==> src/spw_pkg.sv <==
// constants shared by the sixteen-bit pwm block
package spw_pkg;
   // ---------------------------------------------------------------
   // structure
   // ---------------------------------------------------------------
   localparam int          NUM_CH      = 2;        // pwm channels
   localparam int          CNT_W       = 16;       // counter resolution
   localparam int          ADDR_W      = 8;        // byte address width
   localparam logic [7:0]  CH_STRIDE   = 8'h20;    // bytes per channel
   // ---------------------------------------------------------------
   // register offsets inside a channel, and the shared register
   // ---------------------------------------------------------------
   localparam logic [4:0]  OFS_CTRL    = 5'h00;    // module_control_register
   localparam logic [4:0]  OFS_CLKSEL  = 5'h04;    // counter_clock_select_register
   localparam logic [4:0]  OFS_PERIOD  = 5'h08;    // period event count
   localparam logic [4:0]  OFS_DUTY    = 5'h0C;    // duty event count
   localparam logic [4:0]  OFS_COUNT   = 5'h10;    // running counter, read only
   localparam logic [7:0]  OFS_GLOBAL  = 8'h40;    // global_enable_register
   // ---------------------------------------------------------------
   // control register fields
   // ---------------------------------------------------------------
   localparam int          BIT_EN      = 0;        // module enable
   localparam int          BIT_INV     = 1;        // output_invert_bit
   localparam int          BIT_OUT     = 2;        // output state
   localparam int          BIT_SWMODE  = 3;        // software output mode
   // ---------------------------------------------------------------
   // counter clock sources
   // ---------------------------------------------------------------
   localparam logic [1:0]  SEL_SYS     = 2'h0;     // every system clock
   localparam logic [1:0]  SEL_INSTR   = 2'h1;     // instruction clock, clock/4
   localparam logic [1:0]  SEL_DIV16   = 2'h2;     // clock/16
   localparam logic [1:0]  SEL_EXT     = 2'h3;     // rising edge of external input
   localparam logic [3:0]  INSTR_LAST  = 4'h3;     // prescale value ending clock/4
   localparam logic [3:0]  DIV16_LAST  = 4'hF;     // prescale value ending clock/16
   // ---------------------------------------------------------------
   // reset values
   // ---------------------------------------------------------------
   localparam logic [15:0] RST_PERIOD  = 16'hFFFF;
   localparam logic [15:0] RST_DUTY    = 16'h0000;
   localparam logic [1:0]  RST_CLKSEL  = SEL_SYS;
endpackage : spw_pkg

==> src/spw_sync.sv <==
// two-stage resampler of a level onto the instruction clock tick
`timescale 1ns/100ps
`default_nettype none
module spw_sync (
   // clock and reset
   input  wire logic clock,
   input  wire logic rstn,
   // sample strobe and level
   input  wire logic tick,
   input  wire logic din,
   output logic      dout
);
   typedef struct packed {
      logic first;   // first stage, read only by second
      logic second;  // resynchronised level
   } spw_sync_s;

   spw_sync_s s, next_s;

   // -----------------------------------------------------------------
   // next state: both stages move only on the instruction tick
   // -----------------------------------------------------------------
   always_comb begin
      next_s = s;
      if (tick) begin
         next_s.first  = din;
         next_s.second = s.first;
      end
   end

   // register the state
   always_ff @(posedge clock) begin
      if (!rstn) begin
         s <= '0;
      end else begin
         s <= next_s;
      end
   end

   assign dout = s.second;
endmodule : spw_sync
`default_nettype wire

==> src/spw_chan.sv <==
// one pwm channel: its own counter, period and duty compare, polarity
`timescale 1ns/100ps
`default_nettype none
module spw_chan
   import spw_pkg::*;
(
   // clock and reset
   input  wire logic             clock,
   input  wire logic             rstn,
   // control
   input  wire logic             enable,
   input  wire logic             invert,
   input  wire logic             swMode,
   input  wire logic             swLevel,
   input  wire logic             tick,
   input  wire logic [CNT_W-1:0] period,
   input  wire logic [CNT_W-1:0] duty,
   // results
   output logic                  level,
   output logic      [CNT_W-1:0] count,
   output logic                  pwmOut
);
   typedef struct packed {
      logic [CNT_W-1:0] count;  // running counter
      logic             level;  // waveform before polarity
      logic             outp;   // pin level after polarity
   } spw_chan_s;

   spw_chan_s s, next_s;
   logic      lvl;              // level about to be registered

   // -----------------------------------------------------------------
   // counter and compare
   // -----------------------------------------------------------------
   always_comb begin
      next_s = s;
      lvl    = s.level;
      if (!enable) begin
         next_s.count = '0;
         lvl          = swMode ? swLevel : 1'b0;
      end else if (tick) begin
         if (s.count >= period) begin
            next_s.count = '0;
         end else begin
            next_s.count = s.count + 16'h0001;
         end
         // high from period start until the duty match
         lvl = swMode ? swLevel : (next_s.count < duty);
      end else if (swMode) begin
         lvl = swLevel;
      end
      next_s.level = lvl;
      next_s.outp  = lvl ^ invert;
   end

   // register the state
   always_ff @(posedge clock) begin
      if (!rstn) begin
         s <= '0;
      end else begin
         s <= next_s;
      end
   end

   assign level  = s.level;
   assign count  = s.count;
   assign pwmOut = s.outp;

   // -----------------------------------------------------------------
   // checks
   // -----------------------------------------------------------------
   chk_period_wrap: assert property (
      @(posedge clock) disable iff (!rstn)
      (enable && tick && s.count >= period) |=> (s.count == '0))
      else $error("counter did not restart at period match");

   chk_disabled_hold: assert property (
      @(posedge clock) disable iff (!rstn)
      !enable |=> (s.count == '0))
      else $error("counter ran while disabled");

   chk_polarity: assert property (
      @(posedge clock) disable iff (!rstn)
      ##1 (s.outp == (s.level ^ $past(invert))))
      else $error("output polarity wrong");

   chk_duty_level: assert property (
      @(posedge clock) disable iff (!rstn)
      (enable && tick && !swMode) |=> (s.level == (s.count < $past(duty))))
      else $error("level disagrees with duty compare");

   chk_sw_drive: assert property (
      @(posedge clock) disable iff (!rstn)
      swMode |=> (s.level == $past(swLevel)))
      else $error("software level not driven");
endmodule : spw_chan
`default_nettype wire

==> src/spw_top.sv <==
// sixteen-bit pwm block with its avalon register slave
// ---------------------------------------------------------------------
// ---------------------------------------------------------------------
`timescale 1ns/100ps
`default_nettype none
module spw_top
   import spw_pkg::*;
(
   // clock and reset
   input  wire logic                     clock,
   input  wire logic                     rstn,
   // avalon-mm slave
   input  wire logic [spw_pkg::ADDR_W-1:0] address,
   input  wire logic                     read,
   input  wire logic                     write,
   input  wire logic [31:0]              writedata,
   output logic      [31:0]              readdata,
   output logic                          waitrequest,
   // external counter clock source, synchronous input
   input  wire logic                     extClock,
   // modulated outputs toward the pin routing logic
   output logic      [spw_pkg::NUM_CH-1:0] pwmOut
);
   import spw_pkg::*;

   // ---------------------------------------------------------------
   // state
   // ---------------------------------------------------------------
   typedef struct packed {
      logic                          waitrequest;  // slave busy
      logic [31:0]                   readdata;     // read answer
      logic [NUM_CH-1:0]             enable;       // per channel enable
      logic [NUM_CH-1:0]             invert;       // polarity
      logic [NUM_CH-1:0]             swMode;       // software output mode
      logic [NUM_CH-1:0]             swLevel;      // software output level
      logic [NUM_CH-1:0][1:0]        clkSel;       // counter clock select
      logic [NUM_CH-1:0][CNT_W-1:0]  period;       // period event count
      logic [NUM_CH-1:0][CNT_W-1:0]  duty;         // duty event count
      logic [3:0]                    prescale;     // free running divider
      logic                          extPrev;      // last external level
   } spw_top_s;

   spw_top_s s, next_s;

   logic [NUM_CH-1:0]            chTick;       // counter clock per channel
   logic [NUM_CH-1:0]            chLevel;      // channel waveform
   logic [NUM_CH-1:0]            outState;     // level seen by software
   logic [NUM_CH-1:0][CNT_W-1:0] chCount;      // counters for readback
   logic                         instrTick;    // clock/4
   logic                         div16Tick;    // clock/16
   logic                         extTick;      // external rising edge
   logic                         accept;       // request taken this cycle
   logic                         hasCh;        // address lands in a channel
   logic                         chIdx;        // channel addressed
   logic [4:0]                   ofs;          // offset inside channel

   // ---------------------------------------------------------------
   // clock sources
   // ---------------------------------------------------------------
   assign instrTick = (s.prescale[1:0] == INSTR_LAST[1:0]);
   assign div16Tick = (s.prescale == DIV16_LAST);
   assign extTick   = extClock && !s.extPrev;

   // each channel picks its own counter clock
   always_comb begin
      for (int i = 0; i < NUM_CH; i++) begin
         case (s.clkSel[i])
            SEL_SYS:   chTick[i] = 1'b1;
            SEL_INSTR: chTick[i] = instrTick;
            SEL_DIV16: chTick[i] = div16Tick;
            SEL_EXT:   chTick[i] = extTick;
            default:   chTick[i] = 1'b1;
         endcase
      end
   end

   // ---------------------------------------------------------------
   // channels and output state resampling
   // ---------------------------------------------------------------
   generate
      for (genvar g = 0; g < NUM_CH; g++) begin : gCh
         spw_chan uChan (
            .clock   (clock),
            .rstn    (rstn),
            .enable  (s.enable[g]),
            .invert  (s.invert[g]),
            .swMode  (s.swMode[g]),
            .swLevel (s.swLevel[g]),
            .tick    (chTick[g]),
            .period  (s.period[g]),
            .duty    (s.duty[g]),
            .level   (chLevel[g]),
            .count   (chCount[g]),
            .pwmOut  (pwmOut[g])
         );
         // state bit follows the instruction clock, not the counter
         spw_sync uSync (
            .clock (clock),
            .rstn  (rstn),
            .tick  (instrTick),
            .din   (chLevel[g]),
            .dout  (outState[g])
         );
      end
   endgenerate

   // ---------------------------------------------------------------
   // address decode
   // ---------------------------------------------------------------
   assign hasCh  = (address < (CH_STRIDE * 8'(NUM_CH)));
   assign chIdx  = address[5];
   assign ofs    = address[4:0];
   // a request completes on the edge where waitrequest is seen low
   assign accept = (read || write) && !s.waitrequest;

   // ---------------------------------------------------------------
   // next state: bus slave and register file
   // ---------------------------------------------------------------
   always_comb begin
      next_s          = s;
      next_s.prescale = s.prescale + 4'h1;
      next_s.extPrev  = extClock;
      // one-cycle low waitrequest per request, data with it
      if ((read || write) && s.waitrequest) begin
         next_s.waitrequest = 1'b0;
         next_s.readdata    = '0;
         if (read && hasCh) begin
            case (ofs)
               OFS_CTRL: begin
                  next_s.readdata[BIT_EN]     = s.enable[chIdx];
                  next_s.readdata[BIT_INV]    = s.invert[chIdx];
                  next_s.readdata[BIT_OUT]    = outState[chIdx];
                  next_s.readdata[BIT_SWMODE] = s.swMode[chIdx];
               end
               OFS_CLKSEL: next_s.readdata[1:0]       = s.clkSel[chIdx];
               OFS_PERIOD: next_s.readdata[CNT_W-1:0] = s.period[chIdx];
               OFS_DUTY:   next_s.readdata[CNT_W-1:0] = s.duty[chIdx];
               OFS_COUNT:  next_s.readdata[CNT_W-1:0] = chCount[chIdx];
               default:    next_s.readdata            = '0;
            endcase
         end else if (read && address == OFS_GLOBAL) begin
            next_s.readdata[NUM_CH-1:0] = s.enable;
         end
      end else begin
         next_s.waitrequest = 1'b1;
      end
      // writes take effect on the accepting edge
      if (accept && write) begin
         if (hasCh) begin
            case (ofs)
               OFS_CTRL: begin
                  next_s.enable[chIdx] = writedata[BIT_EN];
                  next_s.invert[chIdx] = writedata[BIT_INV];
                  next_s.swMode[chIdx] = writedata[BIT_SWMODE];
                  // output bit only writable in software mode
                  if (writedata[BIT_SWMODE]) begin
                     next_s.swLevel[chIdx] = writedata[BIT_OUT];
                  end
               end
               OFS_CLKSEL: next_s.clkSel[chIdx] = writedata[1:0];
               OFS_PERIOD: next_s.period[chIdx] = writedata[CNT_W-1:0];
               OFS_DUTY:   next_s.duty[chIdx]   = writedata[CNT_W-1:0];
               default:    next_s.period        = s.period;
            endcase
         end else if (address == OFS_GLOBAL) begin
            // one write enables every selected channel together
            next_s.enable = s.enable | writedata[NUM_CH-1:0];
         end
      end
   end

   // register the state
   always_ff @(posedge clock) begin
      if (!rstn) begin
         s             <= '0;
         s.waitrequest <= 1'b1;
         for (int i = 0; i < NUM_CH; i++) begin
            s.clkSel[i] <= RST_CLKSEL;
            s.period[i] <= RST_PERIOD;
            s.duty[i]   <= RST_DUTY;
         end
      end else begin
         s <= next_s;
      end
   end

   assign waitrequest = s.waitrequest;
   assign readdata    = s.readdata;

   // ---------------------------------------------------------------
   // checks
   // ---------------------------------------------------------------
   chk_wait_pulse: assert property (
      @(posedge clock) disable iff (!rstn)
      !s.waitrequest |=> s.waitrequest)
      else $error("waitrequest low for more than one cycle");

   chk_global_enable: assert property (
      @(posedge clock) disable iff (!rstn)
      (accept && write && address == OFS_GLOBAL)
      |=> ((s.enable & $past(writedata[NUM_CH-1:0])) == $past(writedata[NUM_CH-1:0])))
      else $error("global enable did not set channel enables");

   chk_sync_delay: assert property (
      @(posedge clock) disable iff (!rstn)
      ##1 !$past(instrTick) |-> $stable(outState))
      else $error("output state changed between instruction ticks");

   chk_ctrl_enable: assert property (
      @(posedge clock) disable iff (!rstn)
      (accept && write && hasCh && ofs == OFS_CTRL && !chIdx)
      |=> (s.enable[0] == $past(writedata[BIT_EN])))
      else $error("channel enable write lost");

   // same for the second channel's enable bit
   chk_enable_second: assert property (
      @(posedge clock) disable iff (!rstn)
      (accept && write && hasCh && ofs == OFS_CTRL && chIdx)
      |=> (s.enable[1] == $past(writedata[BIT_EN])))
      else $error("second channel enable write lost");

   // an idle bus never sees waitrequest low
   chk_wait_idle: assert property (
      @(posedge clock) disable iff (!rstn)
      !(read || write) |=> s.waitrequest)
      else $error("waitrequest dropped with no request");

   // counts sit in the low half, the upper half reads zero
   chk_read_upper: assert property (
      @(posedge clock) disable iff (!rstn)
      !s.waitrequest |-> (s.readdata[31:CNT_W] == '0))
      else $error("upper read data not zero");

   // software reads the resynchronised level, not the raw one
   chk_read_state: assert property (
      @(posedge clock) disable iff (!rstn)
      (read && s.waitrequest && hasCh && ofs == OFS_CTRL)
      |=> (s.readdata[BIT_OUT] == $past(outState[chIdx])))
      else $error("control read lost the output state bit");

   // the instruction tick comes every fourth clock
   chk_instr_tick: assert property (
      @(posedge clock) disable iff (!rstn)
      instrTick |=> !instrTick ##1 !instrTick ##1 !instrTick ##1 instrTick)
      else $error("instruction tick spacing wrong");

   // outside software mode a control write keeps the software level
   chk_sw_lock: assert property (
      @(posedge clock) disable iff (!rstn)
      (accept && write && hasCh && ofs == OFS_CTRL && !writedata[BIT_SWMODE])
      |=> $stable(s.swLevel))
      else $error("software level written outside software mode");

   // the running counter place takes no write
   chk_count_ro: assert property (
      @(posedge clock) disable iff (!rstn)
      (accept && write && hasCh && ofs == OFS_COUNT)
      |=> ($stable(s.period) && $stable(s.duty)))
      else $error("write to counter place changed a register");

   // period count of channel zero lands as written
   chk_period_write: assert property (
      @(posedge clock) disable iff (!rstn)
      (accept && write && hasCh && ofs == OFS_PERIOD && !chIdx)
      |=> (s.period[0] == $past(writedata[CNT_W-1:0])))
      else $error("period write lost");

   // zeros in a global write leave running channels alone
   chk_global_keep: assert property (
      @(posedge clock) disable iff (!rstn)
      (accept && write && address == OFS_GLOBAL)
      |=> ((s.enable & $past(s.enable)) == $past(s.enable)))
      else $error("global write cleared an enable");

   // the shared register reads back every channel enable
   chk_global_read: assert property (
      @(posedge clock) disable iff (!rstn)
      (read && s.waitrequest && address == OFS_GLOBAL)
      |=> (s.readdata[NUM_CH-1:0] == $past(s.enable)))
      else $error("global read disagrees with enables");

   // reads outside the map answer zero
   chk_unmapped_zero: assert property (
      @(posedge clock) disable iff (!rstn)
      (read && s.waitrequest && !hasCh && address != OFS_GLOBAL)
      |=> (s.readdata == '0))
      else $error("unmapped read not zero");
endmodule : spw_top
`default_nettype wire

==> config.mk <==
export PLATFORM = sky130hd
export DESIGN_NAME = spw_top
export DESIGN_NICKNAME = d
export VERILOG_FILES = /design/src/spw_pkg.sv /design/src/spw_sync.sv /design/src/spw_chan.sv /design/src/spw_top.sv
export SDC_FILE = /design/constraint.sdc
export NUM_CORES = 1
export LEC_CHECK = 0
export BUFFER_PORTS_ARGS = -buffer_cell sky130_fd_sc_hd__buf_2
export CORE_MARGIN = 4
export CORE_UTILIZATION = 58
export DETAILED_ROUTE_END_ITERATION = 8
export PLACE_DENSITY = 0.88
export RECOVER_POWER = 25
export SLEW_MARGIN = 20
export SYNTH_ARGS = -nofsm -noshare
export SYNTH_HDL_FRONTEND = slang
export SYNTH_HIERARCHICAL = 1
export SYNTH_SLANG_ARGS = --single-unit
export TNS_END_PERCENT = 30
==> constraint.sdc <==
create_clock -name clock -period 11.1 [get_ports clock]
set_input_delay 0.555 -clock clock [delete_from_list [all_inputs] [get_ports clock]]
set_output_delay 0.555 -clock clock [all_outputs]
set_load 0.02 [all_outputs]
[Yosys cells after proc, flatten, opt, wreduce, memory -nomap -nowiden]
Index checks and enable logic that the tools add are counted.
Storage, ports and cells
  register bits: 154
  bits in latches: 0
  RAM bits: 0
  bits in read-only memories: 0
  bits of input ports: 45
  output and inout bits: 35
  logic and storage cells: 131
  memories kept: 0
Cells by class
  add/sub/neg operators: 3
  multiply operators: 0
  divide/modulo/power cells: 0
  $lt $le $gt $ge: 7
  equal/unequal tests: 14
  shift operators: 0
  multiplexer cells: 58
  bitwise logic cells: 3
  reductions and logical operators: 22
Operators by type and width (number)
  $mux 16: 13
  $bwmux 32: 2
  $pmux 12 s3: 1
  $add 16x1->16 const B: 2
  $ge 16x16->1: 2
  $lt 16x16->1: 2
  $mux 1: 20
  $demux 16 s1: 1
  $mux 2: 8
  $reduce_and 3->1: 5
  $mux 14: 1
  $eq 2x2->1 const B: 5
  $eq 5x4->1 const B: 2
  $pmux 2 s5: 1
  $bwmux 2: 4
  $eq 8x7->1 const B: 1
  $lt 8x7->1 const B: 1
  $mux 8: 1
  $pmux 1 s4: 2
  $pmux 2 s4: 1
  $logic_and 1x1->1: 7
  $eq 5x3->1 const B: 1
  $eq 5x5->1 const B: 1
  $logic_not 5->1: 1
  17 further kinds: 22

[Logic depth before layout (Yosys ltp)]
Gate-level depths: netlist of run 1.
  depth after elaboration: 10
  gate-level depth with buffers: 16

[By module]
The synthesis of run 1 kept the hierarchy.
By module, submodules not included
  spw_top: instances 1, cells an instance 524, area an instance 4966.0 sq um
  spw_chan: instances 2, cells an instance 273, area an instance 2021.9 sq um
  spw_sync: instances 2, cells an instance 6, area an instance 72.6 sq um

[Worst setup path after synthesis of run 1]
Ideal clock, no wire load.
  kind: reg2reg
  start point: reg s[50] (netlist name)
  end point: reg gCh[0].uChan.s (netlist bit gCh[0].uChan/pwmOut)
  library setup time: 0.062 ns
  arrival: 3.541 ns
  path slack: 7.497 ns
  stages on the path, launching flop included: 17
  period minus slack after synthesis: 3.603 ns
  cells stage by stage: dfxtp_1 > inv_1 > ha_1 > nand4_1 > nor4_1 > o31ai_2 > nand3_2 > buf_6 > clkbuf_1 > nor2_1 > ha_1 > and4_1 > or4b_2 > nor3_1 > nand4_1 > a21o_1 > nand3_1
Between the ends
  word-level cells in the longest chain between the ends: 9
Ends and longest elaborated chain
  $ge 16x16->1: RTL line spw_chan.sv:42  | if (s.count >= period) begin
  $mux 16: RTL line spw_chan.sv:42
  $mux 16: RTL line spw_chan.sv:41  | end else if (tick) begin
  $mux 16: RTL line spw_chan.sv:38  | if (!enable) begin
  $lt 16x16->1: RTL line spw_chan.sv:48  | lvl = swMode ? swLevel : (next_s.count < duty);
  $mux 1: RTL line spw_chan.sv:48
  $mux 1: RTL line spw_chan.sv:41
  $mux 1: RTL line spw_chan.sv:38
  $xor 1x1->1: RTL line spw_chan.sv:53  | next_s.outp = lvl ^ invert;
  to (signal assigned): RTL line spw_chan.sv:61  | s <= next_s;
  to (decl): RTL line spw_chan.sv:29  | spw_chan_s s, next_s;
Every way passes these cells. The select of a mux whose other input is x is not followed.
A chain may end at the register's enable or synchronous reset.

==> results of run 1 <==
-- cell usage in the layout (no fill, tap or decap), types with 5 or more instances in the layout --
cell type and n:
dfxtp_1 138, nand2_1 111, nor2_1 90, inv_1 75
ha_1 65, nand3_1 64, mux2i_1 63, mux2_2 49
a21oi_1 44, o21ai_0 37, nand4_1 31, buf_2 28
clkbuf_1 23, clkbuf_16 17, nor3_1 16, a31oi_1 16
conb_1 16, nor2b_1 15, xor2_1 15, or4_1 14
a222oi_1 12, a21o_1 12, nor4_1 11, xnor2_1 11
o21a_1 7, and2_1 7, and4_1 6, clkbuf_8 6
nand2b_1 5, a211oi_1 5
-- power groups by stage --
stage,Combinational [mW],Clock [mW],Sequential [mW]
floorplan,0.0391,0,0.510
global placement,0.0521,0,0.510
detailed placement,0.0530,0,0.510
CTS,0.0532,0.567,0.499
global route,0.0578,0.586,0.499
finish,0.0543,0.563,0.499
-- final cells by class --
| class | count | area share |
|---|---|---|
| Clock inverter | 2 | 0.00613 |
| Clock buffer | 25 | 0.0526 |
| Timing Repair Buffer | 52 | 0.0246 |
| Tap cell | 211 | 0.0269 |
| Multi-Input combinational cell | 804 | 0.579 |
| Inverter | 75 | 0.0287 |
| Sequential cell | 138 | 0.282 |
-- per-layer routing --
layer	up-vias	GRT usage	part of all wire
met1	3904	0.345	0.42
met2	438	0.447	0.47
li1	3859	-	-
met3	74	0.0525	0.078
met4	0	0.122	0.038
met5	-	0	0
-- registers in the layout, summed over array words and instances, names as in the netlist --
name / cells
s: 81
gCh.uSync/dout: 2
gCh.uChan/level: 2
gCh.uChan/count: 32
gCh.uSync/s: 2
waitrequest: 1
gCh.uChan/pwmOut: 2
readdata: 16
-- worst paths after layout --
path	startpoint	to
worst max-delay path	rstn	readdata[9]
worst min-delay path	extClock	s[0]
worst max register to register	gCh[1].uChan/count[13]	gCh[1].uChan/pwmOut
worst min register to register	readdata[11]	readdata[11]
-- through the flow --
| step | hold WS (ps) | setup slack [ps] | total power [mW] | util | std cells |
|---|---|---|---|---|---|
| 3_3_place_gp | 430 | 7060 | 0.562 | 0.604 | 1279 |
| 4_1_cts | 331 | 6990 | 1.12 | 0.642 | 1306 |
| 6_report | 345 | 6740 | 1.12 | 0.640 | 1307 |
| 2_1_floorplan | 418 | 7500 | 0.549 | - | 1097 |
| 3_5_place_dp | 437 | 7010 | 0.563 | 0.604 | 1279 |
| 5_1_grt | 375 | 6270 | 1.14 | 0.640 | 1307 |
-- cell families after synthesis --
family | after synthesis | share of synthesized area
muxes | 112 | 0.129
buffers and inverters | 155 | 0.0847
and+or+nand+nor | 413 | 0.240
AOI/OAI and AO/OA | 172 | 0.131
xor gates and xnor gates | 26 | 0.0249
adders and majority gates | 65 | 0.0888
DFF | 138 | 0.302
other | 1 | 0.000410
==> summary.txt, run 1 <==
Final layout
  – Finished Cell Area: 0.00980 mm2
  – Fillers: 1278
  – Ant. Diodes: 0
  – Multi-input logic area: 0.00568 mm2
  – Share of layout cells above drive strength 1: 0.123
  – Layout Nets: 1198
  – FF/Latch Area: 0.00276 mm2
  – Area Overhead vs Synth: 7.05%

Status
  – Failing checks: max-capacitance violations, max-slew violations
  – Status: finished with violations

Clock network
  – Post-CTS resize count: 0
  – TritonCTS clock tree: done
  – Worst skew pair latency: 430 ps
  – Bufs on Longest Clock Path: 2
  – Clock sinks: 138
  – CTS Hold Bufs: 0
  – Clk slew on worst S/H paths: 50 ps
  – CTS buffer count: 17
  – Total setup buffers inserted after CTS: 0
  – H-tree depth: 4
  – Clk root buf: clkbuf_16

Setup path
  – CP endpoint kind: flip-flop
  – CP peak stage delay: 1820 ps
  – Crit-path leading delay family: buffers and inverters
  – Startpoint types: input port
  – WP buf/inv: 4
  – Worst-path maximum fanout: 59
  – CP cell instances: buf_2 -> clkbuf_1 -> inv_1 -> clkbuf_1 -> nor2_2 -> nand2_1 -> o21ai_0
  – Most used cell, CP: clkbuf_1
  – CP Depth: 7
  – Worst Path Arrival: approximately 4700 ps
  – Type of the worst setup path: input port to flip-flop
  – Reg2Reg Depth: 13
  – CP max stage cell: clkbuf_1
  – R2R Setup Slk: 6880 ps
  – CP required: between 10000 and 15000 ps

Timing
  – Min cycle time layout: 4360 ps
  – Worst clock skew: 7.34 ps
  – Fmax: ~230 MHz
  – Final hold violation count: 0
  – Setup TNS: 0 ps
  – RSZ-0062 raised after global routing: no
  – Rel. slew slack: -0.722
  – Fin. max-slew vios: between 100 and 150
  – Final Setup Violations: 0
  – Worst Tran Pin Value: 2580 ps
  – Final cycle utilization of the critical path: 0.392

Detailed routing
  – Pre-Repair DR Iteration Count: 6
  – Post-route ant nets: 0
  – Total Wirelength: about 25000 um
  – Wire per inst: 18.9 um
  – # DRC: 0
  – Vias per cell: 6.33
  – 1st-iter DRT viols: 959
  – Via count: 8275

Synthesis
  – Synth top area share: 0.302
  – Post-synth ARST share: 0
  – Post-synthesis sequential area ratio: 0.302
  – Count leader, synth: dfxtp_1
  – Main synth FF type: dfxtp_1
  – Flop and latch count out of synthesis: 138
  – Cells after Synth: 1082
  – Synthesized cell area: 0.00916 mm2
  – Post-synthesis cell type count: 73
  – Synth Area per Inst: 8.46 um2
  – Ys Warns: 6
  – EDFF count, synth: 0
  – Top cells by area, synth: dfxtp_1, ha_1, mux2i_1
  – Post-synth top cells: dfxtp_1, nand2_1, nor2_1, inv_1, ha_1
  – Post-synth top area cell: dfxtp_1

Place
  – Post-DP Area: 0.00925 mm2
  – Placer congestion estimate: 0.968
  – Detailed placement HPWL: 17300 um
  – # port buffers: 47

Die
  – Die Area: 0.0179 mm2
  – DIE HEIGHT: 134 um
  – CORE AREA: approximately 0.015 mm2
  – Initial core utilization: 0.598
  – Io pins: 80
  – Die width: 134 um
  – Rows: 45

Power and ir drop
  – Power per cell area: 114 mW/mm2
  – Psw: ~0.24 mW
  – Pleak: between 4 and 5 nW
  – Worst VDD drop: 116 uV
  – Clk pwr share: 0.504
  – Sw Share: 0.218
  – Comb pwr share: 0.049
  – Internal power: between 0.8 and 0.9 mW
  – Reg power frac: 0.447

Global route
  – Largest net degree at the start of global routing: 67
  – Vias in the first global route: approximately 7700
  – GR Overflow Total: 0
  – First-pass GRT wire length: 39100 um
  – Global Route Usage Sum: 0.271
  – Initial antenna violation count: 0

Run
  – Max_cap viols: 2

Worst hold path
  – Worst min path class: input port to flip-flop
  – WHS Path Cells: 2
(Power assumes the default switching activity.)
==> run 2: changes to the inputs <==
- clock period: 11.1 -> 4.5 ns (I/O delays scaled with it)
==> run 2 against run 1 <==
Effect of this change: the flow finishes with violations (design-rule violations, max-capacitance violations, max-slew violations); die area unchanged; register-to-register slack got worse by 6700 ps; cell count increased by 1.5%; total power increased by 140%; core utilization increased by 0.74 points; sequential cell count unchanged; largest power group unchanged; first-iteration DRC count increased by 2.0%; routed wire length increased by 2.9%.
==> summary.txt, run 2 (synthesis gave the netlist of run 1 again) <==
Timing
  – Final cycle utilization of the critical path: 0.958
  – RSZ-0062 raised after global routing: no
  – Fin. max-slew vios: 48 (-56%)
  – Final Setup Violations: 0 (unchanged)
  – Fmax: 232 MHz
  – Setup ws final: 190 ps (-6550 ps)
  – Worst clock skew: 7.07 ps (-0.270 ps)
  – Min cycle time layout: approximately 4300 ps
  – Worst Tran Pin Value: 2390 ps (-191 ps)
  – Rel. slew slack: -0.595 (+0.127)
  – Final hold violation count: 0 (unchanged)
  – Setup TNS: 0 ps (unchanged)

Power and ir drop
  – Design Power: 2.73 mW (+140%)
  – Power per cell area: 276 mW/mm2 (+140%)
  – Pleak: 4.65 nW (+1.6%)
  – Worst VDD drop: 272 uV (+130%)

Die
  – Rows: 45 (unchanged)
  – Initial core utilization: 0.598 (unchanged)
  – Die width: 134 um (unchanged)
  – Io pins: 80 (unchanged)
  – DIE HEIGHT: 134 um (unchanged)
  – CORE AREA: 0.0153 mm2 (unchanged)
  – Die Area: 0.0179 mm2 (unchanged)

Clock network
  – Post-CTS resize count: 0 (unchanged)
  – H-tree depth: 4 (unchanged)
  – Bufs on Longest Clock Path: 2 (unchanged)
  – Clk slew on worst S/H paths: 60 ps (about the same)
  – TritonCTS clock tree: done
  – Clock sinks: 138 (unchanged)
  – Clk root buf: clkbuf_16
  – CTS buffer count: 17 (unchanged)
  – Worst skew pair latency: 430 ps (about the same)

Detailed routing
  – Vias per cell: 6.35 (+0.35%)
  – Pre-Repair DR Iteration Count: 9 (+3)
  – 1st-iter DRT viols: 978 (+2.0%)
  – Total Wirelength: 25400 um (+2.9%)
  – Wire per inst: 19.2 um (+1.4%)
  – # DRC: 1 (+1)
  – Post-route ant nets: 0 (unchanged)
  – Via count: 8431 (+1.9%)

Global route
  – GR Overflow Total: 0 (unchanged)
  – Vias in the first global route: 7886 (+1.9%)
  – First-pass GRT wire length: 39900 um (+2.1%)
  – Global Route Usage Sum: 0.279 (+0.00808)
  – Initial antenna violation count: 0 (unchanged)
  – Largest net degree at the start of global routing: 48 (-28%)

Setup path
  – CP endpoint kind: flip-flop
  – WP buf/inv: 1 (-3)
  – Reg2Reg Depth: 14 (+1)
  – Startpoint types: flip-flop
  – Type of the worst setup path: flip-flop to flip-flop
  – CP peak stage delay: 650 ps (-1170 ps)
  – CP cell instances: inv_1 -> ha_1 -> nand4_1 -> nor4_1 -> o31ai_2 -> nand3_2 -> nor2_1 -> ha_1 -> a21oi_1 -> nand2_1 -> a2111o_1 -> a211oi_1 -> o221a_2 -> nand3_1
  – Worst-path maximum fanout: 22 (-63%)
  – CP max stage cell: nor4_1
  – Crit-path leading delay family: compound AO/OA/AOI/OAI gates
  – Most used cell, CP: ha_1
  – CP Depth: 14 (+7)
  – Worst Path Arrival: 4620 ps (-80 ps)
  – CP required: 4810 ps (-6640 ps)

Final layout
  – Ant. Diodes: 0 (unchanged)
  – Share of layout cells above drive strength 1: 0.138 (+0.0148)
  – Biggest register: s
  – Final std cells w/o fill: 1327 (+1.5%)
  – Fillers: 1268 (-0.78%)
  – Layout Nets: 1213 (+1.3%)
  – Max reg flops: 81 (unchanged)
  – Commonest non-fill, non-tap cell in the layout: dfxtp_1
  – Commonest non-fill, non-tap cells in the layout: dfxtp_1, nand2_1, nor2_1
  – Area Overhead vs Synth: 8.30%

Place
  – Placed Cells incl. Taps: 1293 (+1.1%)
  – Placer congestion estimate: 0.956 (-1.2%)
  – Detailed placement HPWL: 18200 um (+5.1%)
  – # port buffers: 47 (unchanged)
  – Post-Place Setup Slack: 385 ps (-6630 ps)

Status
  – Failing checks: design-rule violations, max-capacitance violations, max-slew violations
  – Status: finished with violations

Worst hold path
  – WHS Path Cells: 3 (+1)
  – Worst min path class: input port to flip-flop

Run
  – Max_cap viols: 1 (-1)
[run 2: final timing paths]
| check | slack (ps) | from | endpoint |
|---|---|---|---|
| worst max-delay path | 190 | s[66] | gCh[1].uChan/pwmOut |
| worst min-delay path | 80 | writedata[11] | s[64] |
| worst max register to register | 190 | s[66] | gCh[1].uChan/pwmOut |
| worst min register to register | 450 | s[1] | s[1] |
[run 2: repair_timing]
action | 4_1_cts | 5_1_grt
endpoints found under the hold margin | 1 | 0
endpoints found under the setup margin | 0 | 0
hold buffers | 1 | 0
setup buffers | 0 | 0
[run 2: final cells by class]
cell class	count	area [um2]	share of cell area
flip-flops and latches	138	2760	0.279
clock buffers	20	447	0.0451
repair buffers	67	359	0.0362
inverters	75	282	0.0284
well taps	211	264	0.0266
clock inverters	12	125	0.0126
multi-input cells	804	5680	0.572
[run 2: per-stage QoR]
stage                     utilization  hold slack (ps)  cell area, um2
final                           0.647             81.2            9910
after global routing            0.647             85.5            9910
after CTS                       0.649             67.8            9940
after detailed placement        0.611              438            9350
after global placement          0.611              430            9350
after floorplan                     -              341            9210
[run 2: worst register-to-register path: stages, from the launching register on]
cell	delay, ps
dfxtp_1	370
inv_1	80
ha_1	320
nand4_1	230
nor4_1	650
o31ai_2	230
nand3_2	380
nor2_1	110
ha_1	320
a21oi_1	170
nand2_1	80
a2111o_1	410
a211oi_1	490
o221a_2	280
nand3_1	80
[run 2: metal layers]
metal / wire [um] / vias to the layer above / track usage
met1: 10000 / 3957 / 0.343
met4: 1210 / 0 / 0.139
met3: 2160 / 108 / 0.0657
met2: 12000 / 479 / 0.460
met5: 0 / - / 0
li1: - / 3887 / -
[run 2: power by group]
group	internal, mW	switching [mW]
registers	1.23	0.00384
clock network	0.825	0.543
logic	0.0386	0.0961
total	2.09	0.643
==> run 3: changes to the inputs <==
--- a/config.mk
+++ b/config.mk
@@ -7,5 +7,5 @@
 export LEC_CHECK = 0
 export BUFFER_PORTS_ARGS = -buffer_cell sky130_fd_sc_hd__buf_2
-export CORE_MARGIN = 4
+export CORE_MARGIN = 1
 export CORE_UTILIZATION = 58
 export DETAILED_ROUTE_END_ITERATION = 8
==> constraint.sdc (replaced) <==
create_clock -name clock -period 4.5 [get_ports clock]
set_input_delay 0.9 -clock clock [delete_from_list [all_inputs] [get_ports clock]]
set_output_delay 0.9 -clock clock [all_outputs]
set_load 0.02 [all_outputs]
==> run 3 against run 2 <==
Effect of this change: the flow finishes with violations (max-capacitance violations, max-slew violations); fmax up 3.8%; sequential cell count stayed put; die area down 8.8%; via count shrank 0.17%; largest cell class unchanged; total power fell by 4.3%; clock skew down 0.54 ps; register-to-register slack better by 160 ps; worst hold slack better by 370 ps; core utilization fell by 0.17 points; worst setup slack improved by 160 ps; first-iteration DRC count up 6.4%.
==> summary.txt, run 3 (synthesis gave the netlist of run 1 again) <==
Final layout
  – Final std cells w/o fill: 1331 (+0.30%)
  – Area Overhead vs Synth: 8.01%
  – Layout Nets: 1217 (+0.33%)
  – Biggest register: s
  – Max reg flops: 81 (unchanged)
  – Commonest non-fill, non-tap cell in the layout: dfxtp_1
  – Post-layout utilization of the core: 0.646 (-0.00172)
  – Share of layout cells above drive strength 1: 0.139 (+0.00142)
  – Commonest non-fill, non-tap cells in the layout: dfxtp_1, nand2_1, nor2_1

Die
  – Die Area: 0.0163 mm2 (-8.8%)
  – Io pins: 80 (unchanged)
  – Rows: 45 (unchanged)
  – DIE HEIGHT: 128 um (-4.5%)
  – Die width: 128 um (-4.5%)
  – Initial core utilization: 0.598 (unchanged)
  – CORE AREA: 0.0153 mm2 (unchanged)

Setup path
  – CP cell instances: inv_1 -> ha_1 -> nand4_1 -> nor4_2 -> o31ai_2 -> nand3_2 -> nor2_1 -> ha_1 -> nand4_1 -> or4b_2 -> nor3_1 -> nand4_1 -> nand4_1 -> nand3_1
  – CP peak stage delay: 720 ps (+70 ps)
  – Most used cell, CP: nand4_1
  – CP max stage cell: or4b_2
  – Startpoint types: flip-flop
  – Worst Path Arrival: 4460 ps (-160 ps)
  – Reg2reg end: gCh[1].uChan/pwmOut
  – Worst-path maximum fanout: 22 (unchanged)
  – Type of the worst setup path: flip-flop to flip-flop
  – Worst R2R Start: s[66]
  – CP required: 4810 ps (about the same)
  – Reg2Reg Depth: 14 (unchanged)
  – R2R Setup Slk: 350 ps (+160 ps)
  – CP endpoint kind: flip-flop

Detailed routing
  – # DRC: 0 (-1)
  – Post-route ant nets: 0 (unchanged)
  – Pre-Repair DR Iteration Count: 6 (-3)
  – Vias per cell: 6.32 (-0.47%)
  – Total Wirelength: 25300 um (-0.58%)
  – 1st-iter DRT viols: 1041 (+6.4%)
  – Via count: 8417 (-0.17%)
  – Wire per inst: 19.0 um (-0.88%)

Power and ir drop
  – Clk pwr share: 0.479 (-0.022)
  – Design Power: 2.62 mW (-4.3%)
  – Reg power frac: 0.470 (+0.020)
  – Pleak: 4.64 nW (-0.29%)
  – Comb pwr share: 0.051 (+0.002)
  – Worst VDD drop: 312 uV (+15%)
  – Psw: 0.642 mW (-0.20%)
  – Sw Share: 0.245 (+0.0101)
  – Power per cell area: 265 mW/mm2 (-4.0%)
  – Internal power: 1.97 mW (-5.6%)

Clock network
  – Clk slew on worst S/H paths: 60 ps (about the same)
  – Worst skew pair latency: 430 ps (about the same)
  – H-tree depth: 4 (unchanged)
  – Bufs on Longest Clock Path: 2 (unchanged)
  – Clock sinks: 138 (unchanged)
  – CTS buffer count: 17 (unchanged)
  – CTS Hold Bufs: 0 (-1)
  – TritonCTS clock tree: done
  – Clk root buf: clkbuf_16

Global route
  – First-pass GRT wire length: 39700 um (-0.52%)
  – GR Overflow Total: 0 (unchanged)
  – Vias in the first global route: 8057 (+2.2%)
  – Largest net degree at the start of global routing: 48 (unchanged)
  – Initial antenna violation count: 1 (+1)
  – Global Route Usage Sum: 0.315 (+0.0357)

Timing
  – Fin. max-slew vios: 96 (+100%)
  – Final cycle utilization of the critical path: 0.923 (-0.0351)
  – Min cycle time layout: 4150 ps (-158 ps)
  – Fmax: 241 MHz (+3.8%)
  – Final hold violation count: 0 (unchanged)
  – Worst clock skew: 6.53 ps (-0.539 ps)
  – Rel. slew slack: -0.519 (+0.0764)
  – Final Setup Violations: 0 (unchanged)
  – Worst Tran Pin Value: 2280 ps (-115 ps)
  – Setup TNS: 0 ps (unchanged)
  – RSZ-0062 raised after global routing: no

Place
  – Detailed placement HPWL: 18100 um (-0.35%)
  – Placed Cells incl. Taps: 1298 (+0.39%)
  – Placer congestion estimate: 0.949 (-0.71%)
  – # port buffers: 47 (unchanged)

Status
  – Failing checks: max-capacitance violations, max-slew violations
  – Status: finished with violations

Worst hold path
  – HP Start: s[1]
  – Hold Path End: s[1]
  – WHS Path Cells: 1 (-2)
  – Worst min path class: flip-flop to flip-flop

Run
  – Max_cap viols: 2 (+1)
-- run 3: worst max path at each step --
stage	start	to	slack, ps	depth (start not counted)
3_3_place_gp	s[66]	gCh[1].uChan/pwmOut	570	14
4_1_cts	s[66]	gCh[1].uChan/pwmOut	340	14
3_5_place_dp	s[66]	gCh[1].uChan/pwmOut	420	14
5_1_grt	s[52]	gCh[0].uChan/pwmOut	110	15
2_1_floorplan	s[50]	gCh[0].uChan/pwmOut	900	16
6_report	s[66]	gCh[1].uChan/pwmOut	350	14
-- run 3: per-stage QoR --
| step | hold WS [ps] | setup WS, ps | area (um2) |
|---|---|---|---|
| after floorplan | 418 | 897 | 9210 |
| after global placement | 430 | 567 | 9390 |
| after detailed placement | 439 | 418 | 9390 |
| after CTS | 451 | 340 | 9910 |
| after global routing | 475 | 108 | 9890 |
| final | 451 | 348 | 9890 |
-- run 3: layer usage --
metal  up-vias  share of wire  global-route usage
met4         0          0.046               0.175
met1      3999           0.39               0.367
met3        90          0.080              0.0641
li1       3895              -                   -
met5         -              0                   0
met2       433           0.48               0.541
-- run 3: power groups by stage --
stage	logic [mW]	clock network, mW	registers, mW
2_1_floorplan	0.0964	0	1.26
3_3_place_gp	0.129	0	1.26
3_5_place_dp	0.131	0	1.26
4_1_cts	0.131	1.26	1.23
5_1_grt	0.140	1.32	1.23
6_report	0.132	1.25	1.23
-- run 3: repair_timing --
action                                  CTS  global route
endpoints found under the setup margin    0             2
resized for setup                         0             1
setup buffers                             0             0
-- run 3: area by class of cell --
cell class | instances | area [um2]
clock buffer | 19 | 443
tap | 211 | 264
inverter | 75 | 282
multi-input combinational | 804 | 5680
antenna | 1 | 2.50
fill | 1255 | 5430
timing repair buffer | 71 | 378
clock inverter | 12 | 77.6
sequential | 138 | 2760
-- run 3: worst max-delay path, delay by kind of cell, from the launching register on --
kind | cells | cell delay [ps]
AOI/OAI and AO/OA | 1 | 180
adders and majority gates | 2 | 630
buffers and inverters | 1 | 60
DFF | 1 | 400
and+or+nand+nor | 10 | 2760
